## src/core/i2c_trig_regs.vh

```
/*
 * register offsets, field widths, reset values and condition codes of the
 * i2c trigger field matcher.
 * assumes inclusion by bare name from the core directory.
 */
`ifndef I2C_TRIG_REGS_VH
`define I2C_TRIG_REGS_VH

// register offsets (plain port, word index)
`define OFS_CONDITION     4'h0
`define OFS_ADDRESS       4'h1
`define OFS_FIRST_BYTE    4'h2
`define OFS_SECOND_BYTE   4'h3
`define OFS_STATUS        4'h4
`define OFS_MATCH_COUNT   4'h5

// condition codes for trigger_condition_select
`define COND_START        3'h0
`define COND_STOP         3'h1
`define COND_RESTART      3'h2
`define COND_NOACK        3'h3
`define COND_EEPROM       3'h4
`define COND_SEVEN_BIT    3'h5
`define COND_TEN_BIT      3'h6
`define COND_DATA_LENGTH  3'h7

// field widths
`define COND_W            3
`define ADDR_W            11
`define BYTE_W            9

// don't-care values
`define ADDR7_DONT_CARE   11'h080
`define ADDR10_DONT_CARE  11'h400
`define BYTE_DONT_CARE    9'h100

// reset values: all fields don't-care, condition ten-bit frame
`define RST_CONDITION     3'h6
`define RST_ADDRESS       11'h400
`define RST_FIRST_BYTE    9'h100
`define RST_SECOND_BYTE   9'h100

// status bit positions
`define ST_TRIGGER_BIT    0
`define ST_BUSY_BIT       1
`define ST_SUPPORTED_BIT  2

`endif

```

## src/core/i2c_frame_decoder.v

```verilog
/*
 * watches synchronised scl and sda of an observed i2c bus and pulls out
 * each byte of a frame with its index since the start and the acknowledge
 * of its ninth bit; address forms and the read/write bit are left to the user.
 * assumes scl_s and sda_s already pass two flip-flops in the clock domain,
 * and that bus edges are far slower than the 50 ns clock.
 */
`timescale 1ns/1ps
module i2c_frame_decoder (
    input  wire        clock,         // 20 mhz system clock
    input  wire        rst_n,         // synchronous reset, active low
    input  wire        scl_s,         // synchronised scl
    input  wire        sda_s,         // synchronised sda
    output reg         frame_start,   // pulse on start or repeated start
    output reg         byte_done,     // pulse after each ninth bit
    output reg  [3:0]  byte_index,    // bytes seen since start, 0 based
    output reg  [7:0]  byte_value,    // last eight data bits
    output reg         byte_ack,      // ninth bit was low
    output reg         stop_seen      // pulse on stop
);

    reg        scl_d;
    reg        sda_d;
    reg  [3:0] bit_count;
    reg  [7:0] shift;

    wire scl_rise = scl_s & ~scl_d;
    wire sda_fall = ~sda_s & sda_d;
    wire sda_rise = sda_s & ~sda_d;

    // start and stop on sda edges while scl is high, bit sampling on scl rising edges
    always @(posedge clock) begin
        if (!rst_n) begin
            scl_d       <= 1'b1;
            sda_d       <= 1'b1;
            bit_count   <= 4'h0;
            shift       <= 8'h00;
            frame_start <= 1'b0;
            byte_done   <= 1'b0;
            byte_index  <= 4'h0;
            byte_value  <= 8'h00;
            byte_ack    <= 1'b0;
            stop_seen   <= 1'b0;
        end else begin
            scl_d       <= scl_s;
            sda_d       <= sda_s;
            frame_start <= 1'b0;
            byte_done   <= 1'b0;
            stop_seen   <= 1'b0;
            if (scl_s && scl_d && sda_fall) begin
                frame_start <= 1'b1;
                bit_count   <= 4'h0;
                byte_index  <= 4'h0;
            end else if (scl_s && scl_d && sda_rise) begin
                stop_seen <= 1'b1;
                bit_count <= 4'h0;
            end else if (scl_rise) begin
                if (bit_count == 4'h8) begin
                    // ninth bit is the acknowledge slot
                    byte_done  <= 1'b1;
                    byte_value <= shift;
                    byte_ack   <= ~sda_s;
                    bit_count  <= 4'h0;
                end else begin
                    shift     <= {shift[6:0], sda_s};
                    bit_count <= bit_count + 4'h1;
                end
            end
            // index advances one cycle after the byte pulse
            if (byte_done && byte_index != 4'hf)
                byte_index <= byte_index + 4'h1;
        end
    end

endmodule

```

## src/core/i2c_trigger_field_matcher.v

```verilog
/*
 * i2c trigger field matcher: compares address and data fields of frames
 * on an observed i2c bus against software values and raises a trigger.
 * stored values are clamped on write, so a readback is always legal; the
 * address clamp follows the condition at the write, so set it first.
 * a condition write drops a frame in progress, so no frame is judged
 * under two conditions.
 * only the address byte's acknowledge is checked; later nacks pass.
 * the ten-bit form is recognised on its 11110xx prefix with either r/w bit, no restart.
 * status reads clear the sticky trigger flag; a trigger in that cycle wins.
 * assumes the bus pins are asynchronous and the register port is
 * driven from the 20 mhz clock domain.
 */
// Operation
// - address value used only in seven or ten bit frame conditions; read back as stored.
// - address value accepts 0 up to two to the address length.
// - seven bit condition with address 128 ignores the address field.
// - ten bit condition with address 1024 ignores the address field.
// - first data byte compared in seven bit, ten bit and eeprom conditions.
// - first data value 0 through 256; 256 means don't-care.
// - second data byte compared only in address frame conditions; 256 means don't-care.
`timescale 1ns/1ps
`include "i2c_trig_regs.vh"
module i2c_trigger_field_matcher (
    input  wire        clock,         // 20 mhz system clock
    input  wire        rst_n,         // synchronous reset, active low
    input  wire [3:0]  address,       // register index
    input  wire [15:0] write_data,    // register write data
    input  wire        write_strobe,  // one-cycle write
    input  wire        read_strobe,   // one-cycle read
    output reg  [15:0] read_data,     // read data, cycle after strobe
    input  wire        scl,           // observed bus clock pin
    input  wire        sda,           // observed bus data pin
    output reg         trigger        // one-cycle trigger pulse
);

    // control registers
    reg  [`COND_W-1:0] trigger_condition_select;
    reg  [`ADDR_W-1:0] trigger_address_compare_value;
    reg  [`BYTE_W-1:0] trigger_first_byte_compare_value;
    reg  [`BYTE_W-1:0] trigger_second_byte_compare_value;
    reg                trigger_seen;
    reg  [15:0]        match_count;
    reg  [15:0]        status_word;

    // pin synchronisers
    reg                scl_meta;
    reg                scl_sync;
    reg                sda_meta;
    reg                sda_sync;

    // frame tracking
    reg                in_frame;
    reg                addr_ok;
    reg                first_ok;
    reg  [7:0]         first_addr_byte;
    reg                eeprom_read;

    wire               frame_start;
    wire               byte_done;
    wire [3:0]         byte_index;
    wire [7:0]         byte_value;
    wire               byte_ack;
    wire               stop_seen;

    // top five bits of the first byte of a ten-bit address
    localparam [4:0]   TEN_PREFIX = 5'h1e;

    // byte equality, or true when the stored value is the don't-care code
    function byte_match;
        input [`BYTE_W-1:0] stored;
        input [7:0]         seen;
        begin
            byte_match = (stored == `BYTE_DONT_CARE) || (stored[7:0] == seen);
        end
    endfunction

    // clamp a written address into its legal range for the condition
    function [`ADDR_W-1:0] addr_clamp;
        input [`COND_W-1:0] cond;
        input [15:0]        value;
        begin
            if (cond == `COND_SEVEN_BIT && value > {5'h00, `ADDR7_DONT_CARE})
                addr_clamp = `ADDR7_DONT_CARE;
            else if (value > {5'h00, `ADDR10_DONT_CARE})
                addr_clamp = `ADDR10_DONT_CARE;
            else
                addr_clamp = value[`ADDR_W-1:0];
        end
    endfunction

    // clamp a written byte value to 0..256
    function [`BYTE_W-1:0] byte_clamp;
        input [15:0] value;
        begin
            if (value > {7'h00, `BYTE_DONT_CARE})
                byte_clamp = `BYTE_DONT_CARE;
            else
                byte_clamp = value[`BYTE_W-1:0];
        end
    endfunction

    wire cond_seven  = (trigger_condition_select == `COND_SEVEN_BIT);
    wire cond_ten    = (trigger_condition_select == `COND_TEN_BIT);
    wire cond_eeprom = (trigger_condition_select == `COND_EEPROM);
    wire cond_addr   = cond_seven | cond_ten;
    wire supported   = cond_addr | cond_eeprom;

    // a condition write in mid-frame abandons that frame
    wire cond_write  = write_strobe && (address == `OFS_CONDITION);

    // don't-care on the address field per condition
    wire addr_any = (cond_seven && trigger_address_compare_value == `ADDR7_DONT_CARE)
                 || (cond_ten && trigger_address_compare_value == `ADDR10_DONT_CARE);

    // ten-bit address from the 11110xx prefix and the following byte
    wire [9:0] ten_addr  = {first_addr_byte[2:1], byte_value};
    wire       ten_form  = (first_addr_byte[7:3] == TEN_PREFIX);

    // two flip-flops before any logic sees the pin; idle high as with pull-ups
    always @(posedge clock) begin
        if (!rst_n) begin
            scl_meta <= 1'b1;
            scl_sync <= 1'b1;
        end else begin
            scl_meta <= scl;
            scl_sync <= scl_meta;
        end
    end

    // sda takes the same two stages, so start and stop keep their order
    always @(posedge clock) begin
        if (!rst_n) begin
            sda_meta <= 1'b1;
            sda_sync <= 1'b1;
        end else begin
            sda_meta <= sda;
            sda_sync <= sda_meta;
        end
    end

    // byte framing of the synchronised bus
    i2c_frame_decoder u_decoder (
        .clock       (clock),
        .rst_n       (rst_n),
        .scl_s       (scl_sync),
        .sda_s       (sda_sync),
        .frame_start (frame_start),
        .byte_done   (byte_done),
        .byte_index  (byte_index),
        .byte_value  (byte_value),
        .byte_ack    (byte_ack),
        .stop_seen   (stop_seen)
    );

    // software registers; values are clamped so the stored range stays legal
    always @(posedge clock) begin
        if (!rst_n) begin
            trigger_condition_select          <= `RST_CONDITION;
            trigger_address_compare_value     <= `RST_ADDRESS;
            trigger_first_byte_compare_value  <= `RST_FIRST_BYTE;
            trigger_second_byte_compare_value <= `RST_SECOND_BYTE;
        end else if (write_strobe) begin
            if (address == `OFS_CONDITION)
                trigger_condition_select <= write_data[`COND_W-1:0];
            else if (address == `OFS_ADDRESS)
                trigger_address_compare_value <=
                    addr_clamp(trigger_condition_select, write_data);
            else if (address == `OFS_FIRST_BYTE)
                trigger_first_byte_compare_value <= byte_clamp(write_data);
            else if (address == `OFS_SECOND_BYTE)
                trigger_second_byte_compare_value <= byte_clamp(write_data);
        end
    end

    // frame matching: each byte updates running verdicts, trigger on the last field
    always @(posedge clock) begin
        if (!rst_n) begin
            in_frame        <= 1'b0;
            addr_ok         <= 1'b0;
            first_ok        <= 1'b0;
            first_addr_byte <= 8'h00;
            eeprom_read     <= 1'b0;
            trigger         <= 1'b0;
        end else begin
            trigger <= 1'b0;
            // a new start always restarts the verdicts, even inside a frame
            if (frame_start) begin
                in_frame <= 1'b1;
                addr_ok  <= 1'b0;
                first_ok <= 1'b0;
            end else if (stop_seen) begin
                in_frame <= 1'b0;
            end else if (cond_write) begin
                in_frame <= 1'b0;
            end else if (byte_done && in_frame) begin
                case (byte_index)
                4'h0: begin
                    // address byte: 7-bit address with r/w, or 10-bit prefix
                    first_addr_byte <= byte_value;
                    eeprom_read     <= byte_value[0];
                    if (!byte_ack)
                        in_frame <= 1'b0;          // no ack: frame not well formed
                    else if (cond_seven)
                        addr_ok <= addr_any
                            || (trigger_address_compare_value[6:0] == byte_value[7:1]);
                    else if (cond_eeprom)
                        addr_ok <= 1'b1;           // control byte acked; address not compared
                end
                4'h1: begin
                    // second byte: low eight address bits, else first data
                    if (cond_ten) begin
                        addr_ok <= ten_form && (addr_any
                            || trigger_address_compare_value[9:0] == ten_addr);
                    end else begin
                        first_ok <= byte_match(trigger_first_byte_compare_value, byte_value);
                        if (cond_eeprom && addr_ok && eeprom_read
                            && byte_match(trigger_first_byte_compare_value, byte_value)) begin
                            trigger  <= 1'b1;      // eeprom ends at its data byte
                            in_frame <= 1'b0;
                        end
                    end
                end
                4'h2: begin
                    // third byte: ten-bit first data, else seven-bit second data
                    if (cond_ten)
                        first_ok <= byte_match(trigger_first_byte_compare_value, byte_value);
                    else if (cond_seven && addr_ok && first_ok
                             && byte_match(trigger_second_byte_compare_value, byte_value)) begin
                        trigger  <= 1'b1;
                        in_frame <= 1'b0;
                    end
                end
                4'h3: begin
                    // fourth byte: ten-bit second data, frame ends either way
                    if (cond_ten && addr_ok && first_ok
                        && byte_match(trigger_second_byte_compare_value, byte_value))
                        trigger <= 1'b1;
                    in_frame <= 1'b0;
                end
                default: in_frame <= 1'b0;
                endcase
            end
        end
    end

    // sticky trigger seen: a trigger in the clearing read's cycle wins
    always @(posedge clock) begin
        if (!rst_n) begin
            trigger_seen <= 1'b0;
        end else if (trigger) begin
            trigger_seen <= 1'b1;
        end else if (read_strobe && address == `OFS_STATUS) begin
            trigger_seen <= 1'b0;
        end
    end

    // match counter saturates rather than wrapping to a misleading low count
    always @(posedge clock) begin
        if (!rst_n) begin
            match_count <= 16'h0000;
        end else if (trigger && match_count != 16'hffff) begin
            match_count <= match_count + 16'h0001;
        end
    end

    // status word from its named bit positions
    always @* begin
        status_word                    = 16'h0000;
        status_word[`ST_TRIGGER_BIT]   = trigger_seen;
        status_word[`ST_BUSY_BIT]      = in_frame;
        status_word[`ST_SUPPORTED_BIT] = supported;
    end

    // readback, one cycle after the read strobe; unmapped reads zero
    always @(posedge clock) begin
        if (!rst_n) begin
            read_data <= 16'h0000;
        end else if (read_strobe) begin
            if (address == `OFS_CONDITION)
                read_data <= {13'h0000, trigger_condition_select};
            else if (address == `OFS_ADDRESS)
                read_data <= {5'h00, trigger_address_compare_value};
            else if (address == `OFS_FIRST_BYTE)
                read_data <= {7'h00, trigger_first_byte_compare_value};
            else if (address == `OFS_SECOND_BYTE)
                read_data <= {7'h00, trigger_second_byte_compare_value};
            else if (address == `OFS_STATUS)
                read_data <= status_word;
            else if (address == `OFS_MATCH_COUNT)
                read_data <= match_count;
            else
                read_data <= 16'h0000;
        end else begin
            read_data <= 16'h0000;
        end
    end

endmodule

```

## config.mk

```make
export PLATFORM = sky130hd
export DESIGN_NAME = i2c_trigger_field_matcher
export DESIGN_NICKNAME = d
export VERILOG_FILES = /design/src/core/i2c_frame_decoder.v /design/src/core/i2c_trigger_field_matcher.v
export VERILOG_INCLUDE_DIRS = /design/src /design/src/core
export SDC_FILE = /design/constraint.sdc
export NUM_CORES = 1
export LEC_CHECK = 0
export BUFFER_PORTS_ARGS = -buffer_cell sky130_fd_sc_hd__buf_2
export CAP_MARGIN = 20
export CORE_MARGIN = 2
export CORE_UTILIZATION = 64
export DETAILED_ROUTE_END_ITERATION = 7
export PLACE_DENSITY_LB_ADDON = 0.25
export SETUP_SLACK_MARGIN = 0.4
export SLEW_MARGIN = 20
export SYNTH_ARGS = -nofsm -noshare
export SYNTH_HDL_FRONTEND = slang
export SYNTH_SLANG_ARGS = --single-unit
```

## constraint.sdc

```tcl
create_clock -name clock -period 3.95 [get_ports clock]
set_input_delay 0.5925 -clock clock [delete_from_list [all_inputs] [get_ports clock]]
set_output_delay 0.5925 -clock clock [all_outputs]
set_load 0.02 [all_outputs]
```

==> results of run 1 <==
-- per-layer routing --
layer	track usage, %	up-vias	wire, um
met2	47.7	186	5810
met4	10.1	0	295
li1	-	2197	-
met1	36.6	2108	5240
met3	7.18	34	967
met5	0	-	0
-- where the power goes --
| part | total, mW | internal, mW | switching, mW |
|---|---|---|---|
| logic | 0.0897 | 0.0281 | 0.0616 |
| clock network | 0.708 | 0.307 | 0.400 |
| registers | 1.13 | 1.12 | 0.00625 |
-- synth_stat cells (all sizes together) (4+ instances only) --
cell / n / share of area (%)
o211ai: 4 / 0.57
a21oi: 45 / 4.4
xnor2: 39 / 6.5
and2: 6 / 0.72
nor2b: 5 / 0.60
nor2: 62 / 4.5
nand3: 37 / 3.5
dfxtp: 111 / 42
nand4: 18 / 2.1
inv: 9 / 0.64
buf: 5 / 0.43
nand2b: 11 / 1.3
or2: 5 / 0.60
clkbuf: 27 / 1.9
o21ai: 9 / 0.86
nor3: 20 / 1.9
a31oi: 5 / 0.60
mux2i: 25 / 4.8
a22oi: 8 / 1.1
nor4: 7 / 1.4
or3: 4 / 0.48
nand3b: 4 / 0.57
a22o: 15 / 2.5
ha: 7 / 1.7
xor2: 8 / 1.3
nand2: 54 / 3.9
-- final cells by class --
type                            count  area share [%]
Inverter                            9           0.594
Timing Repair Buffer               44            3.96
Clock buffer                        9            2.18
Tap cell                          105            2.31
Sequential cell                   111            39.1
Clock inverter                      7            1.54
Multi-Input combinational cell    446            50.3
-- final timing paths --
kind	startpoint	to	slack [ns]	cells past startpoint
setup / recovery	address[0]	first_addr_byte[6]	1.55	6
hold reg to reg	scl_meta	scl_sync	0.42	1
hold / removal	scl	scl_meta	0.38	2
setup reg to reg	u_decoder.byte_index[2]	first_addr_byte[6]	1.57	5
-- critical path: stages --
cell	delay [ns]
buf_2	0.34
nor4_4	0.15
a2111oi_1	0.70
nand3b_1	0.51
mux2i_1	0.30
nor2_1	0.06
-- cell families (layout without fill, tap and decap cells) --
| logic type | count (synthesis) | in the layout |
|---|---|---|
| AO/OA/AOI/OAI | 114 | 114 |
| XOR/XNOR | 47 | 47 |
| adder cells (fa/ha/maj) | 7 | 7 |
| buffers and inverters | 41 | 69 |
| flip-flops | 111 | 111 |
| multiplexers | 25 | 25 |
| AND/OR/NAND/NOR | 253 | 253 |
-- state kept, by name (all words and copies together), names as in the netlist, 3 cells and up --
signal,count
trigger_condition_select,3
trigger_address_compare_value,11
u_decoder.bit_count,4
match_count,16
u_decoder.byte_index,4
read_data,16
trigger_first_byte_compare_value,9
trigger_second_byte_compare_value,9
u_decoder.byte_value,8
u_decoder.shift,8
first_addr_byte,8
-- metrics by stage --
stage,instances,util [%],instance area [um2],power [mW]
floorplan,598,-,5240,1.21
detailed placement,715,67.7,5480,1.24
global route,731,70.3,5690,1.99
finish,731,70.3,5690,1.93
global placement,715,67.7,5480,1.24
CTS,731,70.3,5690,1.94
==> impl_metrics.xml, run 1 <==
<?xml version="1.0" encoding="UTF-8"?>
<metrics>
  <group name="detailed_routing">
    <metric name="detail-route-antenna-nets" unit="">0</metric>
    <metric name="count_of_unresolved_drc_violations_after_routing" unit="">0</metric>
    <metric name="routed_via_density" unit="">6.19</metric>
    <metric name="wl_per_cell" unit="um">16.8</metric>
    <metric name="route.final.wire_length" unit="um">12300</metric>
    <metric name="drt_pre_antenna_iters" unit="">5</metric>
    <metric name="drt_first_iter_violations" unit="">370</metric>
    <metric name="detailroute.via_count" unit="">4525</metric>
  </group>
  <group name="clock_tree">
    <metric name="clock_insertion_delay_worst_skew" unit="ns">0.38</metric>
    <metric name="tritoncts" unit="">built</metric>
    <metric name="cts_root_buffer" unit="">clkbuf_8</metric>
    <metric name="cts.sink_count" unit="">111</metric>
    <metric name="cts.hold.buffers_added" unit="">0</metric>
    <metric name="cts_setup_buffers" unit="">0</metric>
    <metric name="cts_htree_levels" unit="">3</metric>
    <metric name="clk_pin_slew_worst_paths" unit="ns">0.11</metric>
    <metric name="post_cts_resize_count" unit="">0</metric>
    <metric name="cts_inserted_buffers" unit="">9</metric>
    <metric name="clk_path_buf_depth" unit="">2</metric>
  </group>
  <group name="synthesis">
    <metric name="synth-edff-count" unit="">0</metric>
    <metric name="synth.mux.area_fraction" unit="%">4.77</metric>
    <metric name="synth.cell_area" unit="um2">5240</metric>
    <metric name="yosys.cell_types.count" unit="">61</metric>
    <metric name="synth_fp_nets" unit="">631</metric>
    <metric name="synth-compound-area-share" unit="%">15.2</metric>
    <metric name="synth.ff_latch_count" unit="">111</metric>
    <metric name="synth-simple-area-share" unit="%">25.2</metric>
    <metric name="synth-adder-area-share" unit="%">1.67</metric>
    <metric name="synth_cells" unit="">598</metric>
    <metric name="syn_avg_cell_area" unit="um2">8.77</metric>
    <metric name="asyncSetResetFlopFracSynth" unit="%">0</metric>
    <metric name="synth-warning-count" unit="">0</metric>
    <metric name="synth_xor_area_share" unit="%">7.85</metric>
    <metric name="synth-seq-area-share" unit="%">42.4</metric>
    <metric name="synth_flop_cell" unit="">dfxtp_1</metric>
    <metric name="dominant_combinational_cell_family_by_area_after_synthesis" unit="">simple AND/OR/NAND/NOR gates</metric>
  </group>
  <group name="layout">
    <metric name="finish.net_count" unit="">654</metric>
    <metric name="n_antenna_cell" unit="">0</metric>
    <metric name="layout_commonest_cell" unit="">dfxtp_1</metric>
    <metric name="area_growth" unit="%">8.47</metric>
    <metric name="sequential_cell_area" unit="um2">2220</metric>
    <metric name="drive_above_1_share" unit="%">12.0</metric>
    <metric name="multi_input_comb_area" unit="um2">2860</metric>
    <metric name="most-common-layout-cells" unit="">dfxtp_1 (111), nor2_1 (61), nand2_1 (54), a21oi_1 (44), buf_2 (42)</metric>
    <metric name="fillCellCount" unit="">667</metric>
  </group>
  <group name="run">
    <metric name="timing.max_cap.violations" unit="">0</metric>
  </group>
  <group name="global_route">
    <metric name="grt_start_max_net_pins" unit="">39</metric>
    <metric name="global_route.usage.total" unit="%">28.8</metric>
    <metric name="grt_pass1_vias" unit="">4219</metric>
    <metric name="grt_pass1_wl" unit="um">20000</metric>
    <metric name="antenna_found_initial" unit="">0</metric>
    <metric name="grt_remaining_overflow" unit="">0</metric>
  </group>
  <group name="worst_hold_path">
    <metric name="hp-class" unit="">in -&gt; reg</metric>
  </group>
  <group name="placement">
    <metric name="pre_cts_ws" unit="ns">1.20</metric>
    <metric name="dp_hpwl" unit="um">9210</metric>
    <metric name="globalplace.congestion" unit="">0.928</metric>
    <metric name="portBuffers" unit="">42</metric>
  </group>
  <group name="sta">
    <metric name="tightestPinTransition" unit="ns">0.918</metric>
    <metric name="layout_worst_path_cycle_share" unit="%">60.7</metric>
    <metric name="fin_crit" unit="ns">2.40</metric>
    <metric name="fin_setup_tns" unit="ns">0</metric>
    <metric name="achievable-frequency" unit="MHz">417</metric>
    <metric name="skew" unit="ns">0.0133</metric>
    <metric name="setup_repair_after_global_routing_missed_its_margin" unit="">no</metric>
    <metric name="hold_viol" unit="">0</metric>
    <metric name="final-setup-viol-count" unit="">0</metric>
    <metric name="fin_worst_hold_slack" unit="ns">0.385</metric>
    <metric name="slew_headroom" unit="%">38.5</metric>
    <metric name="slew_viol_final" unit="">0</metric>
    <metric name="timing.final.ws_setup" unit="ns">1.55</metric>
  </group>
  <group name="die">
    <metric name="die-height" unit="um">94.5</metric>
    <metric name="io-pin-count" unit="">43</metric>
    <metric name="floorplan.rows" unit="">33</metric>
    <metric name="die-area" unit="um2">8930</metric>
    <metric name="die_w" unit="um">94.5</metric>
    <metric name="initial_utilization" unit="%">64.8</metric>
    <metric name="design.core.area" unit="um2">8090</metric>
  </group>
  <group name="critical_path">
    <metric name="timing.critical_path.from_type" unit="">primary input</metric>
    <metric name="setup.worst_path.class" unit="">in -&gt; reg</metric>
    <metric name="critPathCaptureType" unit="">register</metric>
    <metric name="critical_path.max_fanout" unit="">23</metric>
    <metric name="worstPathArrival" unit="ns">2.66</metric>
    <metric name="worst_ep_required_time" unit="ns">4.22</metric>
  </group>
  <group name="power_and_ir_drop">
    <metric name="vdd_drop_max" unit="V">0.000255</metric>
    <metric name="power.leakage" unit="nW">2.11</metric>
    <metric name="powerDensity" unit="nW/um2">339</metric>
  </group>
  <group name="status">
    <metric name="run_status" unit="">complete, no violations</metric>
  </group>
</metrics>
No activity file was read; power rests on OpenSTA's default activity.
==> run 2: changes to the inputs <==
--- a/config.mk
+++ b/config.mk
@@ -9,7 +9,7 @@
 export BUFFER_PORTS_ARGS = -buffer_cell sky130_fd_sc_hd__buf_2
 export CAP_MARGIN = 20
 export CORE_MARGIN = 2
-export CORE_UTILIZATION = 64
+export CORE_UTILIZATION = 60
 export DETAILED_ROUTE_END_ITERATION = 7
 export PLACE_DENSITY_LB_ADDON = 0.25
 export SETUP_SLACK_MARGIN = 0.4
==> constraint.sdc (replaced) <==
create_clock -name clock -period 2.4 [get_ports clock]
set_input_delay 0.36 -clock clock [delete_from_list [all_inputs] [get_ports clock]]
set_output_delay 0.36 -clock clock [all_outputs]
set_load 0.02 [all_outputs]
==> impl_metrics.xml, run 2 (synthesis gave the netlist of run 1 again) <==
<?xml version="1.0" encoding="UTF-8"?>
<metrics>
  <group name="status">
    <metric name="run_status" unit="">complete, no violations</metric>
  </group>
  <group name="power_and_ir_drop">
    <metric name="switchingPower" unit="mW">0.749</metric>
    <metric name="power.leakage" unit="nW">2.23</metric>
    <metric name="power.switching_fraction" unit="%">23.6</metric>
    <metric name="p_seq_share" unit="%">58.6</metric>
    <metric name="clockPowerShare" unit="%">36.4</metric>
    <metric name="combinationalPowerShare" unit="%">5.0</metric>
    <metric name="vdd_drop_max" unit="V">0.000423</metric>
    <metric name="powerDensity" unit="nW/um2">541</metric>
    <metric name="internal_power" unit="mW">2.42</metric>
  </group>
  <group name="worst_hold_path">
    <metric name="hp-class" unit="">in -&gt; reg</metric>
  </group>
  <group name="critical_path">
    <metric name="critical_path.max_fanout" unit="">6</metric>
    <metric name="setup.worst_path.class" unit="">reg -&gt; reg</metric>
    <metric name="timing.critical_path.from_type" unit="">register</metric>
    <metric name="critPathCaptureType" unit="">register</metric>
    <metric name="worst_ep_required_time" unit="ns">2.68</metric>
    <metric name="worstPathArrival" unit="ns">2.18</metric>
  </group>
  <group name="sta">
    <metric name="skew" unit="ns">0.0153</metric>
    <metric name="fin_setup_tns" unit="ns">0</metric>
    <metric name="hold_viol" unit="">0</metric>
    <metric name="achievable-frequency" unit="MHz">528</metric>
    <metric name="slew_headroom" unit="%">54.0</metric>
    <metric name="setup_repair_after_global_routing_missed_its_margin" unit="">no</metric>
    <metric name="layout_worst_path_cycle_share" unit="%">79.0</metric>
    <metric name="tightestPinTransition" unit="ns">0.690</metric>
    <metric name="slew_viol_final" unit="">0</metric>
    <metric name="timing.final.ws_setup" unit="ns">0.505</metric>
    <metric name="final-setup-viol-count" unit="">0</metric>
    <metric name="fin_crit" unit="ns">1.90</metric>
  </group>
  <group name="clock_tree">
    <metric name="clk_path_buf_depth" unit="">2</metric>
    <metric name="clk_pin_slew_worst_paths" unit="ns">0.11</metric>
    <metric name="cts_htree_levels" unit="">3</metric>
    <metric name="clock_insertion_delay_worst_skew" unit="ns">0.38</metric>
    <metric name="tritoncts" unit="">built</metric>
    <metric name="cts_inserted_buffers" unit="">9</metric>
    <metric name="cts.hold.buffers_added" unit="">0</metric>
    <metric name="cts.sink_count" unit="">111</metric>
    <metric name="cts_root_buffer" unit="">clkbuf_8</metric>
  </group>
  <group name="placement">
    <metric name="portBuffers" unit="">42</metric>
    <metric name="dp_hpwl" unit="um">9660</metric>
    <metric name="pre_cts_ws" unit="ns">0.166</metric>
    <metric name="globalplace.congestion" unit="">0.974</metric>
  </group>
  <group name="layout">
    <metric name="area_growth" unit="%">12.0</metric>
    <metric name="most-common-layout-cells" unit="">dfxtp_1 (110), nor2_1 (61), nand2_1 (54), a21oi_1 (44), buf_2 (42)</metric>
    <metric name="n_antenna_cell" unit="">0</metric>
    <metric name="layout_commonest_cell" unit="">dfxtp_1</metric>
    <metric name="largest_registers" unit="">match_count (16), read_data (16), trigger_address_compare_value (11)</metric>
    <metric name="finish.net_count" unit="">676</metric>
    <metric name="drive_above_1_share" unit="%">15.4</metric>
    <metric name="fillCellCount" unit="">722</metric>
  </group>
  <group name="global_route">
    <metric name="groute.layer.met3.usage" unit="%">5.97</metric>
    <metric name="gr-usage-met1" unit="%">34.6</metric>
    <metric name="grt_util_met2" unit="%">48.3</metric>
    <metric name="global_route.usage.total" unit="%">28.0</metric>
    <metric name="grt_busiest_layer" unit="">met2</metric>
    <metric name="grt_remaining_overflow" unit="">0</metric>
    <metric name="grt_pass1_vias" unit="">4482</metric>
    <metric name="antenna_found_initial" unit="">0</metric>
    <metric name="grt_pass1_wl" unit="um">21400</metric>
    <metric name="grt_start_max_net_pins" unit="">50</metric>
  </group>
  <group name="die">
    <metric name="die_w" unit="um">97.5</metric>
    <metric name="die-height" unit="um">97.5</metric>
    <metric name="die-area" unit="um2">9500</metric>
    <metric name="design.core.area" unit="um2">8590</metric>
    <metric name="io-pin-count" unit="">43</metric>
    <metric name="initial_utilization" unit="%">61.0</metric>
    <metric name="floorplan.rows" unit="">34</metric>
  </group>
  <group name="run">
    <metric name="timing.max_cap.violations" unit="">0</metric>
  </group>
  <group name="detailed_routing">
    <metric name="route.final.wire_length" unit="um">13200</metric>
    <metric name="drt_pre_antenna_iters" unit="">5</metric>
    <metric name="count_of_unresolved_drc_violations_after_routing" unit="">0</metric>
    <metric name="detail-route-antenna-nets" unit="">0</metric>
    <metric name="wl_per_cell" unit="um">17.5</metric>
    <metric name="detailroute.via_count" unit="">4705</metric>
    <metric name="drt_first_iter_violations" unit="">330</metric>
    <metric name="routed_via_density" unit="">6.22</metric>
  </group>
</metrics>
run 2: final timing paths:
check	startpoint	depth (start not counted)	slack (ns)	endpoint
worst max register to register	u_decoder.byte_index[2]	6	0.50	addr_ok
worst min-delay path	sda	2	0.16	sda_meta
worst min register to register	sda_meta	1	0.42	sda_sync
worst max-delay path	u_decoder.byte_index[2]	6	0.50	addr_ok
run 2: worst max-delay path, cell delays in order (launching register included):
cell and delay, ns:
dfxtp_1 0.37, or2_2 0.35, a2111oi_2 0.42, buf_4 0.19, o211a_1 0.19, o2111ai_1 0.13, o2111a_1 0.16
run 2: what timing repair did:
action / in CTS / in global routing
resized for setup: 0 / 4
setup endpoints to repair: 8 / 18
pin swaps: 1 / 1
setup buffers: 1 / 1
run 2: metal layers:
layer / vias up / wire length, um
met3: 36 / 1210
met4: 0 / 376
met2: 212 / 6290
met1: 2227 / 5320
met5: - / 0
li1: 2230 / -
run 2: cell type report:
class	instances	area, um2	area share, %
Timing Repair Buffer	66	390	6.65
Clock inverter	5	65.1	1.11
Tap cell	108	135	2.30
Sequential cell	111	2220	37.9
Clock buffer	11	141	2.41
Multi-Input combinational cell	446	2880	49.1
Inverter	9	33.8	0.576
run 2: per-stage QoR:
step           instance area [um2]  utilization (%)  instances  total power, mW  hold slack, ns
2_1_floorplan                 5240                -        598             1.99           0.386
3_3_place_gp                  5630             65.5        738             2.05           0.389
3_5_place_dp                  5630             65.5        738             2.06           0.398
4_1_cts                       5840             68.0        755             3.19           0.152
5_1_grt                       5870             68.3        756             3.28           0.151
6_report                      5870             68.3        756             3.17           0.164
run 2: power by group through the flow:
stage	Sequential (mW)	Clock, mW	Combinational [mW]
after global routing	1.86	1.24	0.170
final	1.86	1.15	0.158
after floorplan	1.90	0	0.0858
after CTS	1.86	1.17	0.156
after detailed placement	1.90	0	0.156
after global placement	1.90	0	0.152
